### src/pkg/rmii_port_defines.vh
// constants for the uplink reduced media-independent interface port
// assumes a 20 MHz system clock and a sampled 50 MHz-class reference
`ifndef RMII_PORT_DEFINES_VH
`define RMII_PORT_DEFINES_VH
`define CLK_HZ            20000000
`define REF_HZ            50000000
`define SLOW_REPEAT       4'd10
`define SLOW_REPEAT_LAST  4'd9
`define REF_DIV_HALF      1'b1
`define REF_SEEN_EDGES    4'd4
`define REF_LOST_CYCLES   8'd64
`define CLK_MODE_BIT      7
`define STRAP_SETTLE      2'd2
`endif

### src/logic/rmii_port.v
// uplink reduced media-independent interface, dibit transmit and receive
// assumes reference clock arrives as a pin sampled by the system clock;
// the partner keeps its own rules on its side of the wires
//
// Behaviour
// - two line rates: ten or hundred megabit
// - one shared reference clock times transfers
// - clock mode drives reference out on pin
// - normal mode accepts reference on input pin
// - independent two-bit transmit and receive paths
// - normal mode reference clocks whole device when source strap set
// - strap selects device clock source
// - strap or config bit selects clock mode
// - normal mode waits for external reference
// - mac role: valid, error, dibit in
// - role follows wiring only, no strap
`timescale 1ns/1ps
`include "rmii_port_defines.vh"
module rmii_port (
  input  wire       clock,            // system clock, 20 MHz
  input  wire       rstn,             // asynchronous reset, active low
  input  wire       clock_mode_strap, // strap: 1 clock mode, 0 normal mode
  input  wire       clock_mode_reg,   // config bit 7 override value
  input  wire       clock_mode_sel,   // 1 uses config bit over strap
  input  wire       clock_source_strap, // 1 device clock from ref pin in normal mode
  input  wire       speed_100,        // 1 hundred megabit, 0 ten
  input  wire       ref_clock_in_pin, // reference clock input pin
  output reg        ref_clock_out_pin, // reference clock out, clock mode
  output reg        ref_clock_out_oe, // high while driving reference out
  output wire       device_clock_from_ref, // device clock source select
  output wire       port_ready,       // reference present, port running
  input  wire       uplink_tx_enable_pin, // partner's frame valid in
  input  wire [1:0] uplink_tx_dibit,  // partner's dibit in
  input  wire       uplink_tx_error_pin, // receive error in, mac role
  output reg        uplink_rx_valid_pin, // our frame valid out
  output reg  [1:0] uplink_rx_dibit,  // our dibit out
  input  wire [1:0] send_data,        // user dibit to send
  input  wire       send_valid,       // user dibit valid
  input  wire       send_last,        // user marks last dibit of frame
  output wire       send_ready,       // buffer accepts dibit
  output reg  [1:0] recv_data,        // received dibit
  output reg        recv_valid,       // received dibit pulse
  output reg        recv_error,       // received dibit carried error
  output reg        recv_end          // pulse at end of received frame
);
  // role is fixed by wiring: same ports serve mac and phy roles
  // mode and strap captures
  reg       clock_mode;               // latched mode after reset
  reg       source_ref;               // latched source after reset
  reg       straps_taken;             // straps caught once
  reg [1:0] strap_s1;                 // strap first stage, read by strap_s2
  reg [1:0] strap_s2;                 // strap second stage, source and mode
  reg [1:0] strap_wait;               // edges counted before the catch
  // reference synchroniser and edge finder
  reg       ref_s1;                   // first stage, read only by ref_s2
  reg       ref_s2;                   // second stage
  reg       ref_s3;                   // delayed copy for edge detect
  wire      ref_rise;                 // rising reference edge seen
  reg [3:0] edge_count;               // edges seen while hunting
  reg [7:0] quiet_count;              // cycles since last edge
  reg       ref_present;              // external reference detected
  reg       tick;                     // internal reference toggle
  wire      sample;                   // one-cycle sampling enable
  // input synchronisers for data pins
  reg [3:0] din_s1;                   // first stage, read only by din_s2
  reg [3:0] din_s2;                   // second stage
  // receive side repeat counter
  reg [3:0] rx_rep;                   // slow rate repeat count
  reg       rx_prev_valid;            // frame valid on previous symbol
  // two-entry transmit buffer
  reg [2:0] buf_mem [0:1];            // data and last flag
  reg       wr_ptr;                   // write pointer
  reg       rd_ptr;                   // read pointer
  reg [1:0] fill;                     // entries held
  wire      buf_valid;                // buffer has an entry
  wire      buf_take;                 // drain takes an entry
  reg [3:0] tx_rep;                   // slow rate repeat count
  reg       tx_tail;                  // a last dibit was sent

  assign ref_rise = ref_s2 & ~ref_s3;
  // clock mode runs on our own divider; normal waits on the pin
  assign sample = clock_mode ? tick : (ref_rise & ref_present);
  assign port_ready = clock_mode | ref_present;
  assign device_clock_from_ref = ~clock_mode & source_ref;
  assign buf_valid = (fill != 2'd0);
  assign send_ready = (fill != 2'd2);
  // drain only on a symbol boundary so slow symbols repeat whole;
  // a last dibit just sent holds the drain for one idle symbol
  assign buf_take = sample & port_ready & buf_valid & ~tx_tail &
                    (speed_100 | (tx_rep == `SLOW_REPEAT_LAST));

  // straps are pins: two stages first, then caught once after release
  always @(posedge clock or negedge rstn) begin
    if (!rstn) begin
      strap_s1     <= 2'b00;
      strap_s2     <= 2'b00;
      strap_wait   <= 2'd0;
      clock_mode   <= 1'b0;
      source_ref   <= 1'b0;
      straps_taken <= 1'b0;
    end else begin
      strap_s1 <= {clock_source_strap, clock_mode_strap};
      strap_s2 <= strap_s1;
      if (!straps_taken) begin
        // wait until the second stage holds the strap, not its reset
        strap_wait <= strap_wait + 2'd1;
        if (strap_wait == `STRAP_SETTLE) begin
          straps_taken <= 1'b1;
          clock_mode   <= strap_s2[0];
          source_ref   <= strap_s2[1];
        end
      end else if (clock_mode_sel) begin
        clock_mode <= clock_mode_reg; // config bit wins once selected
      end
    end
  end

  // reference output: a divided enable, since a 20 MHz clock cannot make
  // a true 50 MHz wave; the pin toggles every cycle instead, one period per sample
  always @(posedge clock or negedge rstn) begin
    if (!rstn) begin
      tick              <= 1'b0;
      ref_clock_out_pin <= 1'b0;
      ref_clock_out_oe  <= 1'b0;
    end else begin
      tick              <= ~tick;
      ref_clock_out_oe  <= clock_mode;
      ref_clock_out_pin <= clock_mode & tick;
    end
  end

  // reference input synchroniser and presence detector
  always @(posedge clock or negedge rstn) begin
    if (!rstn) begin
      ref_s1      <= 1'b0;
      ref_s2      <= 1'b0;
      ref_s3      <= 1'b0;
      edge_count  <= 4'h0;
      quiet_count <= 8'h00;
      ref_present <= 1'b0;
    end else begin
      ref_s1 <= ref_clock_in_pin;
      ref_s2 <= ref_s1;
      ref_s3 <= ref_s2;
      if (ref_rise) begin
        quiet_count <= 8'h00;
        if (edge_count != `REF_SEEN_EDGES)
          edge_count <= edge_count + 4'h1;
        else
          ref_present <= ~clock_mode;
      end else if (quiet_count == `REF_LOST_CYCLES) begin
        // reference gone: stop the port until it returns
        edge_count  <= 4'h0;
        ref_present <= 1'b0;
      end else begin
        quiet_count <= quiet_count + 8'h01;
      end
    end
  end

  // data pin synchronisers
  always @(posedge clock or negedge rstn) begin
    if (!rstn) begin
      din_s1 <= 4'h0;
      din_s2 <= 4'h0;
    end else begin
      din_s1 <= {uplink_tx_error_pin, uplink_tx_enable_pin,
                 uplink_tx_dibit};
      din_s2 <= din_s1;
    end
  end

  // receive path, independent of transmit
  always @(posedge clock or negedge rstn) begin
    if (!rstn) begin
      rx_rep        <= 4'h0;
      rx_prev_valid <= 1'b0;
      recv_data     <= 2'b00;
      recv_valid    <= 1'b0;
      recv_error    <= 1'b0;
      recv_end      <= 1'b0;
    end else begin
      recv_valid <= 1'b0;
      recv_end   <= 1'b0;
      if (sample & port_ready) begin
        rx_prev_valid <= din_s2[2];
        recv_end      <= rx_prev_valid & ~din_s2[2];
        if (!din_s2[2]) begin
          rx_rep <= 4'h0;
        end else if (speed_100 || rx_rep == 4'h0) begin
          recv_data  <= din_s2[1:0];
          recv_valid <= 1'b1;
          recv_error <= din_s2[3];
          rx_rep     <= speed_100 ? 4'h0 : `SLOW_REPEAT_LAST;
        end else begin
          rx_rep <= rx_rep - 4'h1; // slow symbol repeated
        end
      end
    end
  end

  // buffer words kept out of the reset process: storage needs no reset
  always @(posedge clock) begin
    if (send_valid && send_ready)
      buf_mem[wr_ptr] <= {send_last, send_data};
  end

  // two-entry buffer: a stalled drain fills it and drops send_ready
  always @(posedge clock or negedge rstn) begin
    if (!rstn) begin
      wr_ptr <= 1'b0;
      rd_ptr <= 1'b0;
      fill   <= 2'd0;
    end else begin
      if (send_valid && send_ready)
        wr_ptr <= ~wr_ptr;
      if (buf_take)
        rd_ptr <= ~rd_ptr;
      case ({send_valid & send_ready, buf_take})
        2'b10:   fill <= fill + 2'd1;
        2'b01:   fill <= fill - 2'd1;
        default: fill <= fill;
      endcase
    end
  end

  // transmit path: each dibit held ten samples at the slow rate
  always @(posedge clock or negedge rstn) begin
    if (!rstn) begin
      tx_rep              <= 4'h0;
      tx_tail             <= 1'b0;
      uplink_rx_valid_pin <= 1'b0;
      uplink_rx_dibit     <= 2'b00;
    end else if (sample & port_ready) begin
      if (!speed_100 && tx_rep != `SLOW_REPEAT_LAST) begin
        tx_rep <= tx_rep + 4'h1;
      end else begin
        tx_rep <= 4'h0;
        if (buf_valid && !tx_tail) begin
          uplink_rx_valid_pin <= 1'b1;
          uplink_rx_dibit     <= buf_mem[rd_ptr][1:0];
          tx_tail             <= buf_mem[rd_ptr][2];
        end else begin
          // underrun or frame end drops valid; partner sees a gap, so
          // frames queued back to back never merge into one
          uplink_rx_valid_pin <= 1'b0;
          uplink_rx_dibit     <= 2'b00;
          tx_tail             <= 1'b0;
        end
      end
    end
  end
endmodule

### config.mk
export PLATFORM = sky130hd
export DESIGN_NAME = rmii_port
export DESIGN_NICKNAME = d
export VERILOG_FILES = /design/src/logic/rmii_port.v
export VERILOG_INCLUDE_DIRS = /design/src /design/src/pkg
export SDC_FILE = /design/constraint.sdc
export NUM_CORES = 1
export LEC_CHECK = 0
export BUFFER_PORTS_ARGS = -buffer_cell sky130_fd_sc_hd__buf_2
export CAP_MARGIN = 20
export CORE_MARGIN = 2
export CORE_UTILIZATION = 60
export CTS_BUF_LIST = sky130_fd_sc_hd__clkbuf_4 sky130_fd_sc_hd__clkbuf_8
export DETAILED_ROUTE_END_ITERATION = 12
export HOLD_SLACK_MARGIN = 0.06
export PLACE_DENSITY = 0.85
export SLEW_MARGIN = 20
export SYNTH_ARGS = -nofsm -noshare
export SYNTH_HDL_FRONTEND = slang
export SYNTH_SLANG_ARGS = --single-unit
### constraint.sdc
create_clock -name clock -period 2.4 [get_ports clock]
set_clock_uncertainty 0.1 [all_clocks]
set_input_delay 0 -clock clock [delete_from_list [all_inputs] [get_ports clock]]
set_output_delay 0 -clock clock [all_outputs]
set_load 0.02 [all_outputs]
### Yosys cells after proc, flatten, opt, wreduce, memory -nomap -nowiden

Memory sizes are Yosys's and may differ from the RTL's.
Index checks and enable logic that the tools add are counted.

* bits in registers: 58
* bits in latches: 0
* memory bits (writable): 6
* bits in read-only memories: 0
* input bits: 16
* output and inout bits: 13
* word-level logic and storage cells: 116
* memories kept: 1

Memory list
* buf_mem: depth 2, width 3, read ports 1, clocked after memory_dff 0, write ports 1, line rmii_port.v:71 `reg [2:0] buf_mem [0:1];`

* $add $sub $neg: 7
* multiply operators: 0
* divide/modulo/power cells: 0
* $lt $le $gt $ge: 0
* equal/unequal tests: 12
* shift operators: 0
* mux-type cells: 28
* bitwise logic cells: 21
* reductions and logical operators: 17

Operators with widths (number)
* 4-bit two-way mux: 7
* 1-bit two-way mux: 17
* 8-bit two-way mux: 2
* 1-bit AND: 10
* 2-bit AND reduction: 5
* 1-bit inverter: 9
* 4-bit by 1-bit adder with 4-bit output, second input constant: 2
* 8-bit by 1-bit adder with 8-bit output, second input constant: 1
* 8-bit by 7-bit == test with 1-bit output, second input constant: 1
* 2-bit inequality test, second input constant: 4
* 2-bit nonzero test: 4
* 2-bit by 1-bit adder with 2-bit output, second input constant: 2
* 2-bit == test, second input constant: 2
* 4-bit == test, second input constant: 1
* 4-bit zero test: 1
* 4-bit by 3-bit inequality test with 1-bit output, second input constant: 1
* 4-bit inequality test, second input constant: 1
* 2-bit case mux with 2 select lines: 1
* 4-bit by 1-bit subtractor with 4-bit output, second input constant: 1
* 1-bit logical AND: 3
* 3-bit AND reduction: 1
* 2-bit by 1-bit == test with 1-bit output, second input constant: 1
* 1-bit zero test: 2
* 2-bit two-way mux: 1
* 4 further kinds: 5

### Depth between registers and ports, before layout

* depth in word-level cells: 10
* depth in mapped cells: 9
* gate-level depth less buffers: 9

### Worst setup path after synthesis

No wires, ideal clock.

* kind: register to register
* from: register tx_rep[0]
* to: register fill[1]
* library setup time: 0.079 ns
* data arrival time: 1.650 ns
* data required time: 2.221 ns
* path slack: 0.571 ns
* stages on the path, launching flop included: 8
* buffers on the path: 0
* clock period less this slack: 1.829 ns
* path through: dfrtp_1 ha_1 and3b_1 o221ai_2 inv_1 ha_1 nor2_1 xor2_1

* cells in the longest elaborated chain, start to end: 5
* elaborated cells on any way between the ends: 7
* classes of those cells: 3 x eq/ne; 1 x mux; 2 x bitwise; 1 x reduce/logical

Ends and longest elaborated chain
* from (decl): line rmii_port.v:77 `reg [3:0] tx_rep;`
* from (signal assigned): line rmii_port.v:236 `tx_rep <= tx_rep + 4'h1;`
* 4-bit == test (no source line) *
* 1-bit bitwise OR *: line rmii_port.v:90 `` (speed_100 | (tx_rep == `SLOW_REPEAT_LAST)); ``
* 1-bit AND *: line rmii_port.v:89 `assign buf_take = sample & port_ready & buf_valid & ~tx_tail &`
* named net buf_take: line rmii_port.v:76 `wire buf_take;`
* 2-bit by 1-bit == test with 1-bit output / 2-bit == test (equally long branches): line rmii_port.v:219 `case ({send_valid & send_ready, buf_take})`
* 2-bit case mux with 2 select lines / 2-bit nonzero test (equally long branches)
* to (signal assigned): line rmii_port.v:220 `2'b10: fill <= fill + 2'd1;`
* to (signal assigned): line rmii_port.v:221 `2'b01: fill <= fill - 2'd1;`
* to (signal assigned): line rmii_port.v:222 `default: fill <= fill;`
* to (decl): line rmii_port.v:74 `reg [1:0] fill;`

The timed path passes the listed nets; every way through them passes the cells marked *.
A chain may end at the register's enable or synchronous reset.

### Worst setup path in the final report

Same ends and word-level chain as after synthesis.

==> impl_metrics.prom <==
# TYPE chip_impl_metric gauge
chip_impl_metric{name="vias",unit=""} 1940
chip_impl_metric{name="nets",unit=""} 301
chip_impl_info{name="grt_setup_unrepaired",value="false"} 1
chip_impl_info{name="min-delay-path-class",value="in -> reg"} 1
chip_impl_metric{name="synth.avg_cell_area",unit="um^2"} 12.5
chip_impl_metric{name="clockPowerShare",unit="%"} 27.9
chip_impl_metric{name="final-hold-violation-count",unit=""} 0
chip_impl_info{name="busiest_grt_layer",value="met2"} 1
chip_impl_metric{name="comb_power_share",unit="%"} 25.9
chip_impl_metric{name="grt_max_degree",unit=""} 59
chip_impl_info{name="dominant_combinational_cell_family_by_area_after_synthesis",value="simple AND/OR/NAND/NOR gates"} 1
chip_impl_metric{name="share_of_the_cycle_needed_by_the_critical_path_after_routing",unit="%"} 82.0
chip_impl_metric{name="yosys-mux-area-fraction",unit="%"} 5.08
chip_impl_metric{name="synth.lib_cells_used.distinct",unit=""} 55
chip_impl_info{name="timing_worst_setup_path_type",value="reg -> reg"} 1
chip_impl_metric{name="start_util",unit="%"} 63.1
chip_impl_metric{name="fp.coreArea",unit="um^2"} 4410
chip_impl_metric{name="firstDrtPassIters",unit=""} 4
chip_impl_metric{name="peakVddDrop",unit="mV"} 0.763
chip_impl_metric{name="area.growth.synth_to_final",unit="%"} 19.9
chip_impl_metric{name="path_max_fanout",unit=""} 5
chip_impl_metric{name="netSwitchingFraction",unit="%"} 33.1
chip_impl_metric{name="initialDrtViolationCount",unit=""} 176
chip_impl_metric{name="met1_usage",unit="%"} 36.3
chip_impl_metric{name="seqCellArea",unit="um^2"} 1630
chip_impl_info{name="outcome",value="finished, final reports clean"} 1
chip_impl_metric{name="yosys.area_share.adder",unit="%"} 4.49
chip_impl_metric{name="antenna_cells_inserted",unit=""} 0
chip_impl_metric{name="clk_transition_reported_paths",unit="ps"} 70
chip_impl_metric{name="remaining_drc_errors",unit=""} 0
chip_impl_metric{name="clock_tree.htree_level_count",unit=""} 3
chip_impl_metric{name="drive_above_1_share",unit="%"} 23.2
chip_impl_metric{name="portBuffers",unit=""} 28
chip_impl_metric{name="post_synth_inst_count",unit=""} 223
chip_impl_info{name="most_common_cell_after_layout_fill_and_taps_aside",value="dfrtp_1"} 1
chip_impl_metric{name="detailedPlacementHpwl",unit="mm"} 3.31
chip_impl_info{name="final_cell_mix",value="dfrtp_1, buf_2, dlygate4sd3_1"} 1
chip_impl_metric{name="power_leakage",unit="nW"} 1.56
chip_impl_metric{name="yosysSeqAreaShare",unit="%"} 58.6
chip_impl_metric{name="p_per_area",unit="nW/um^2"} 1010
chip_impl_metric{name="gr-usage-all-layers",unit="%"} 25.4
chip_impl_metric{name="post_detailed_route_count_of_antenna_violating_nets",unit=""} 0
chip_impl_metric{name="timing_max_transition_violations_final",unit=""} 0
chip_impl_metric{name="worstPathRequired",unit="ps"} 2560
chip_impl_metric{name="worst-slew-pin-transition",unit="ps"} 700
chip_impl_metric{name="async_flop_share",unit="%"} 90.6
chip_impl_metric{name="synth_simple_gate_area_share",unit="%"} 15.1
chip_impl_metric{name="clock_tree.buffer_depth",unit=""} 2
chip_impl_metric{name="route.detailed.vias_per_inst",unit=""} 5.84
chip_impl_metric{name="wl_per_cell",unit="um"} 17.9
chip_impl_metric{name="setup_viol",unit=""} 0
chip_impl_info{name="top_regs",value="quiet_count x8, buf_mem x6"} 1
chip_impl_info{name="buffer_cell_driving_the_clock_tree_root",value="clkbuf_8"} 1
chip_impl_metric{name="post-route-min-period",unit="ps"} 1970
chip_impl_metric{name="synth_compound_gate_area_share",unit="%"} 11.5
chip_impl_info{name="critical_path.endpoint_type",value="flop"} 1
chip_impl_info{name="regMostFlops",value="quiet_count"} 1
chip_impl_metric{name="post_synth_xor_area_fraction",unit="%"} 2.52
chip_impl_metric{name="worstSkewPairLatency",unit="ps"} 340
chip_impl_metric{name="syn-cell-area",unit="um^2"} 2790
chip_impl_metric{name="synth_edf_count",unit=""} 6
chip_impl_info{name="synth-main-ff-cell",value="dfrtp_1"} 1
chip_impl_metric{name="num_rows",unit=""} 24
chip_impl_metric{name="fin_tns_setup",unit="ps"} 0
chip_impl_info{name="crit_path_start_kind",value="flop"} 1
chip_impl_metric{name="grt_antenna_before_repair",unit=""} 0
chip_impl_metric{name="power.net_switching",unit="mW"} 1.11
chip_impl_metric{name="num_io_pins",unit=""} 29
chip_impl_info{name="cts_tree",value="done"} 1
chip_impl_metric{name="largest_register_ffs",unit=""} 8
chip_impl_metric{name="grt_use_met2",unit="%"} 39.0
chip_impl_metric{name="global_route.overflow_total",unit=""} 0
chip_impl_metric{name="first_pass_grt_wire_length",unit="mm"} 9.80
chip_impl_metric{name="max_clock_freq",unit="MHz"} 508
chip_impl_metric{name="chipWidth",unit="um"} 72.1
chip_impl_metric{name="grtUsageMet3",unit="%"} 5.69
chip_impl_metric{name="totalWireLength",unit="mm"} 5.93
chip_impl_metric{name="p_int",unit="mW"} 2.25
chip_impl_metric{name="cts-buffers-inserted",unit=""} 9
chip_impl_metric{name="cts_sinks",unit=""} 64
chip_impl_metric{name="ys_seq_elements",unit=""} 64
chip_impl_metric{name="multi_input_comb_area",unit="um^2"} 1080
chip_impl_metric{name="postLayoutCoreUtil",unit="%"} 75.6
chip_impl_metric{name="dieHeight",unit="um"} 72.1
chip_impl_metric{name="timing.max_slew.rel_slack",unit="%"} 53.3
chip_impl_metric{name="drv_cap",unit=""} 0
chip_impl_metric{name="synth-warning-count",unit=""} 0
chip_impl_metric{name="globalplace.congestion",unit=""} 0.850
chip_impl_metric{name="die_outline_area",unit="um^2"} 5200
chip_impl_metric{name="mappedNetlistNets",unit=""} 249
chip_impl_metric{name="seq_power_share",unit="%"} 46.3
chip_impl_metric{name="n_fill_cell",unit=""} 241
chip_impl_metric{name="grt_pass1_vias",unit=""} 1966
chip_impl_metric{name="worst-endpoint-arrival",unit="ps"} 2120
[power by group through the flow]
stage | clock network (mW) | registers (mW) | logic (mW)
floorplan | 0 | 1.56 | 0.576
global placement | 0 | 1.55 | 0.782
detailed placement | 0 | 1.56 | 0.816
CTS | 0.932 | 1.54 | 0.846
global route | 0.997 | 1.59 | 0.953
finish | 0.939 | 1.56 | 0.871
[through the flow]
stage | setup slack (ps) | std cells | area [um^2] | hold slack [ps] | total power [mW]
after detailed placement | 436 | 300 | 2980 | 9.32 | 2.37
after global routing | 326 | 332 | 3340 | 202 | 3.54
final | 433 | 332 | 3340 | 204 | 3.37
after CTS | 106 | 332 | 3340 | 198 | 3.32
after floorplan | 571 | 223 | 2790 | -396 | 2.13
after global placement | 509 | 300 | 2980 | 8.19 | 2.33
[layer usage]
| metal | wire, um | part of all wire [%] | up-vias |
|---|---|---|---|
| li1 | - | - | 909 |
| met1 | 2730 | 46 | 971 |
| met2 | 2850 | 48 | 54 |
| met3 | 266 | 4.5 | 6 |
| met4 | 86 | 1.4 | 0 |
| met5 | 0 | 0 | - |
[worst paths after layout]
check / startpoint / end / slack (ps) / cells after the start
min in group asynchronous: rstn / strap_s1[0] / 250 / 3
min: uplink_tx_enable_pin / din_s1[2] / 200 / 2
max in group asynchronous: rstn / din_s2[0] / 1500 / 3
max reg2reg: tx_rep[0] / fill[1] / 430 / 7
max: tx_rep[0] / fill[1] / 430 / 7
min reg2reg: din_s1[2] / din_s2[2] / 250 / 0
[kinds of logic after synthesis]
family,count (synthesis)
AOI/OAI and AO/OA,40
xor gates and xnor gates,8
adders and majority gates,10
buffers and inverters,18
DFF,64
muxes,12
and+or+nand+nor,71
[worst max-delay path: stages, from the launching register on]
cell and delay, ps:
dfrtp_1 430, ha_1 200, and3b_1 240, o221ai_2 230
inv_1 70, ha_1 330, nor2_1 140, xor2_1 150
[area by class of cell]
class	instances	area share, %
sequential	64	48.9
multi-input combinational	141	32.3
timing repair buffer	47	9.60
clock buffer	12	4.57
tap	52	1.95
clock inverter	4	1.35
inverter	12	1.35
[cells in the mapped netlist (2+ instances only)]
master     count  share of area, %
or2_2          2              0.45
nor2_1        13               1.8
nor3_1         4              0.72
or3_1          4              0.90
or4_1          2              0.54
o31ai_1        2              0.54
and3b_1        2              0.63
ha_1          10               4.5
nor2b_1        4              0.90
nand4bb_1      2              0.81
nand3b_1       2              0.54
o2bb2ai_1      4               1.3
dfrtp_1       58                52
nand3_1       11               2.0
mux2_1         4               1.6
nand2_1        8               1.1
o211ai_1       2              0.54
o32ai_1        2              0.63
o21ba_2        2              0.72
inv_1         11               1.5
and3_1         2              0.45
xor2_1         3              0.94
mux2_4         3               1.6
nand2b_1       6               1.3
xnor2_1        5               1.6
mux2i_1        4               1.4
clkbuf_1       5              0.67
o21ai_0        8               1.4
edfxtp_1       6               6.5
a21oi_1        7               1.3
[what timing repair did]
action | in CTS | in global routing
endpoints found under the hold margin | 79 | 0
gates resized for setup | 0 | 0
setup endpoints to repair | 0 | 1
buffers inserted | 0 | 1
hold buffers | 16 | 0
No activity file was read; power rests on OpenSTA's default activity.
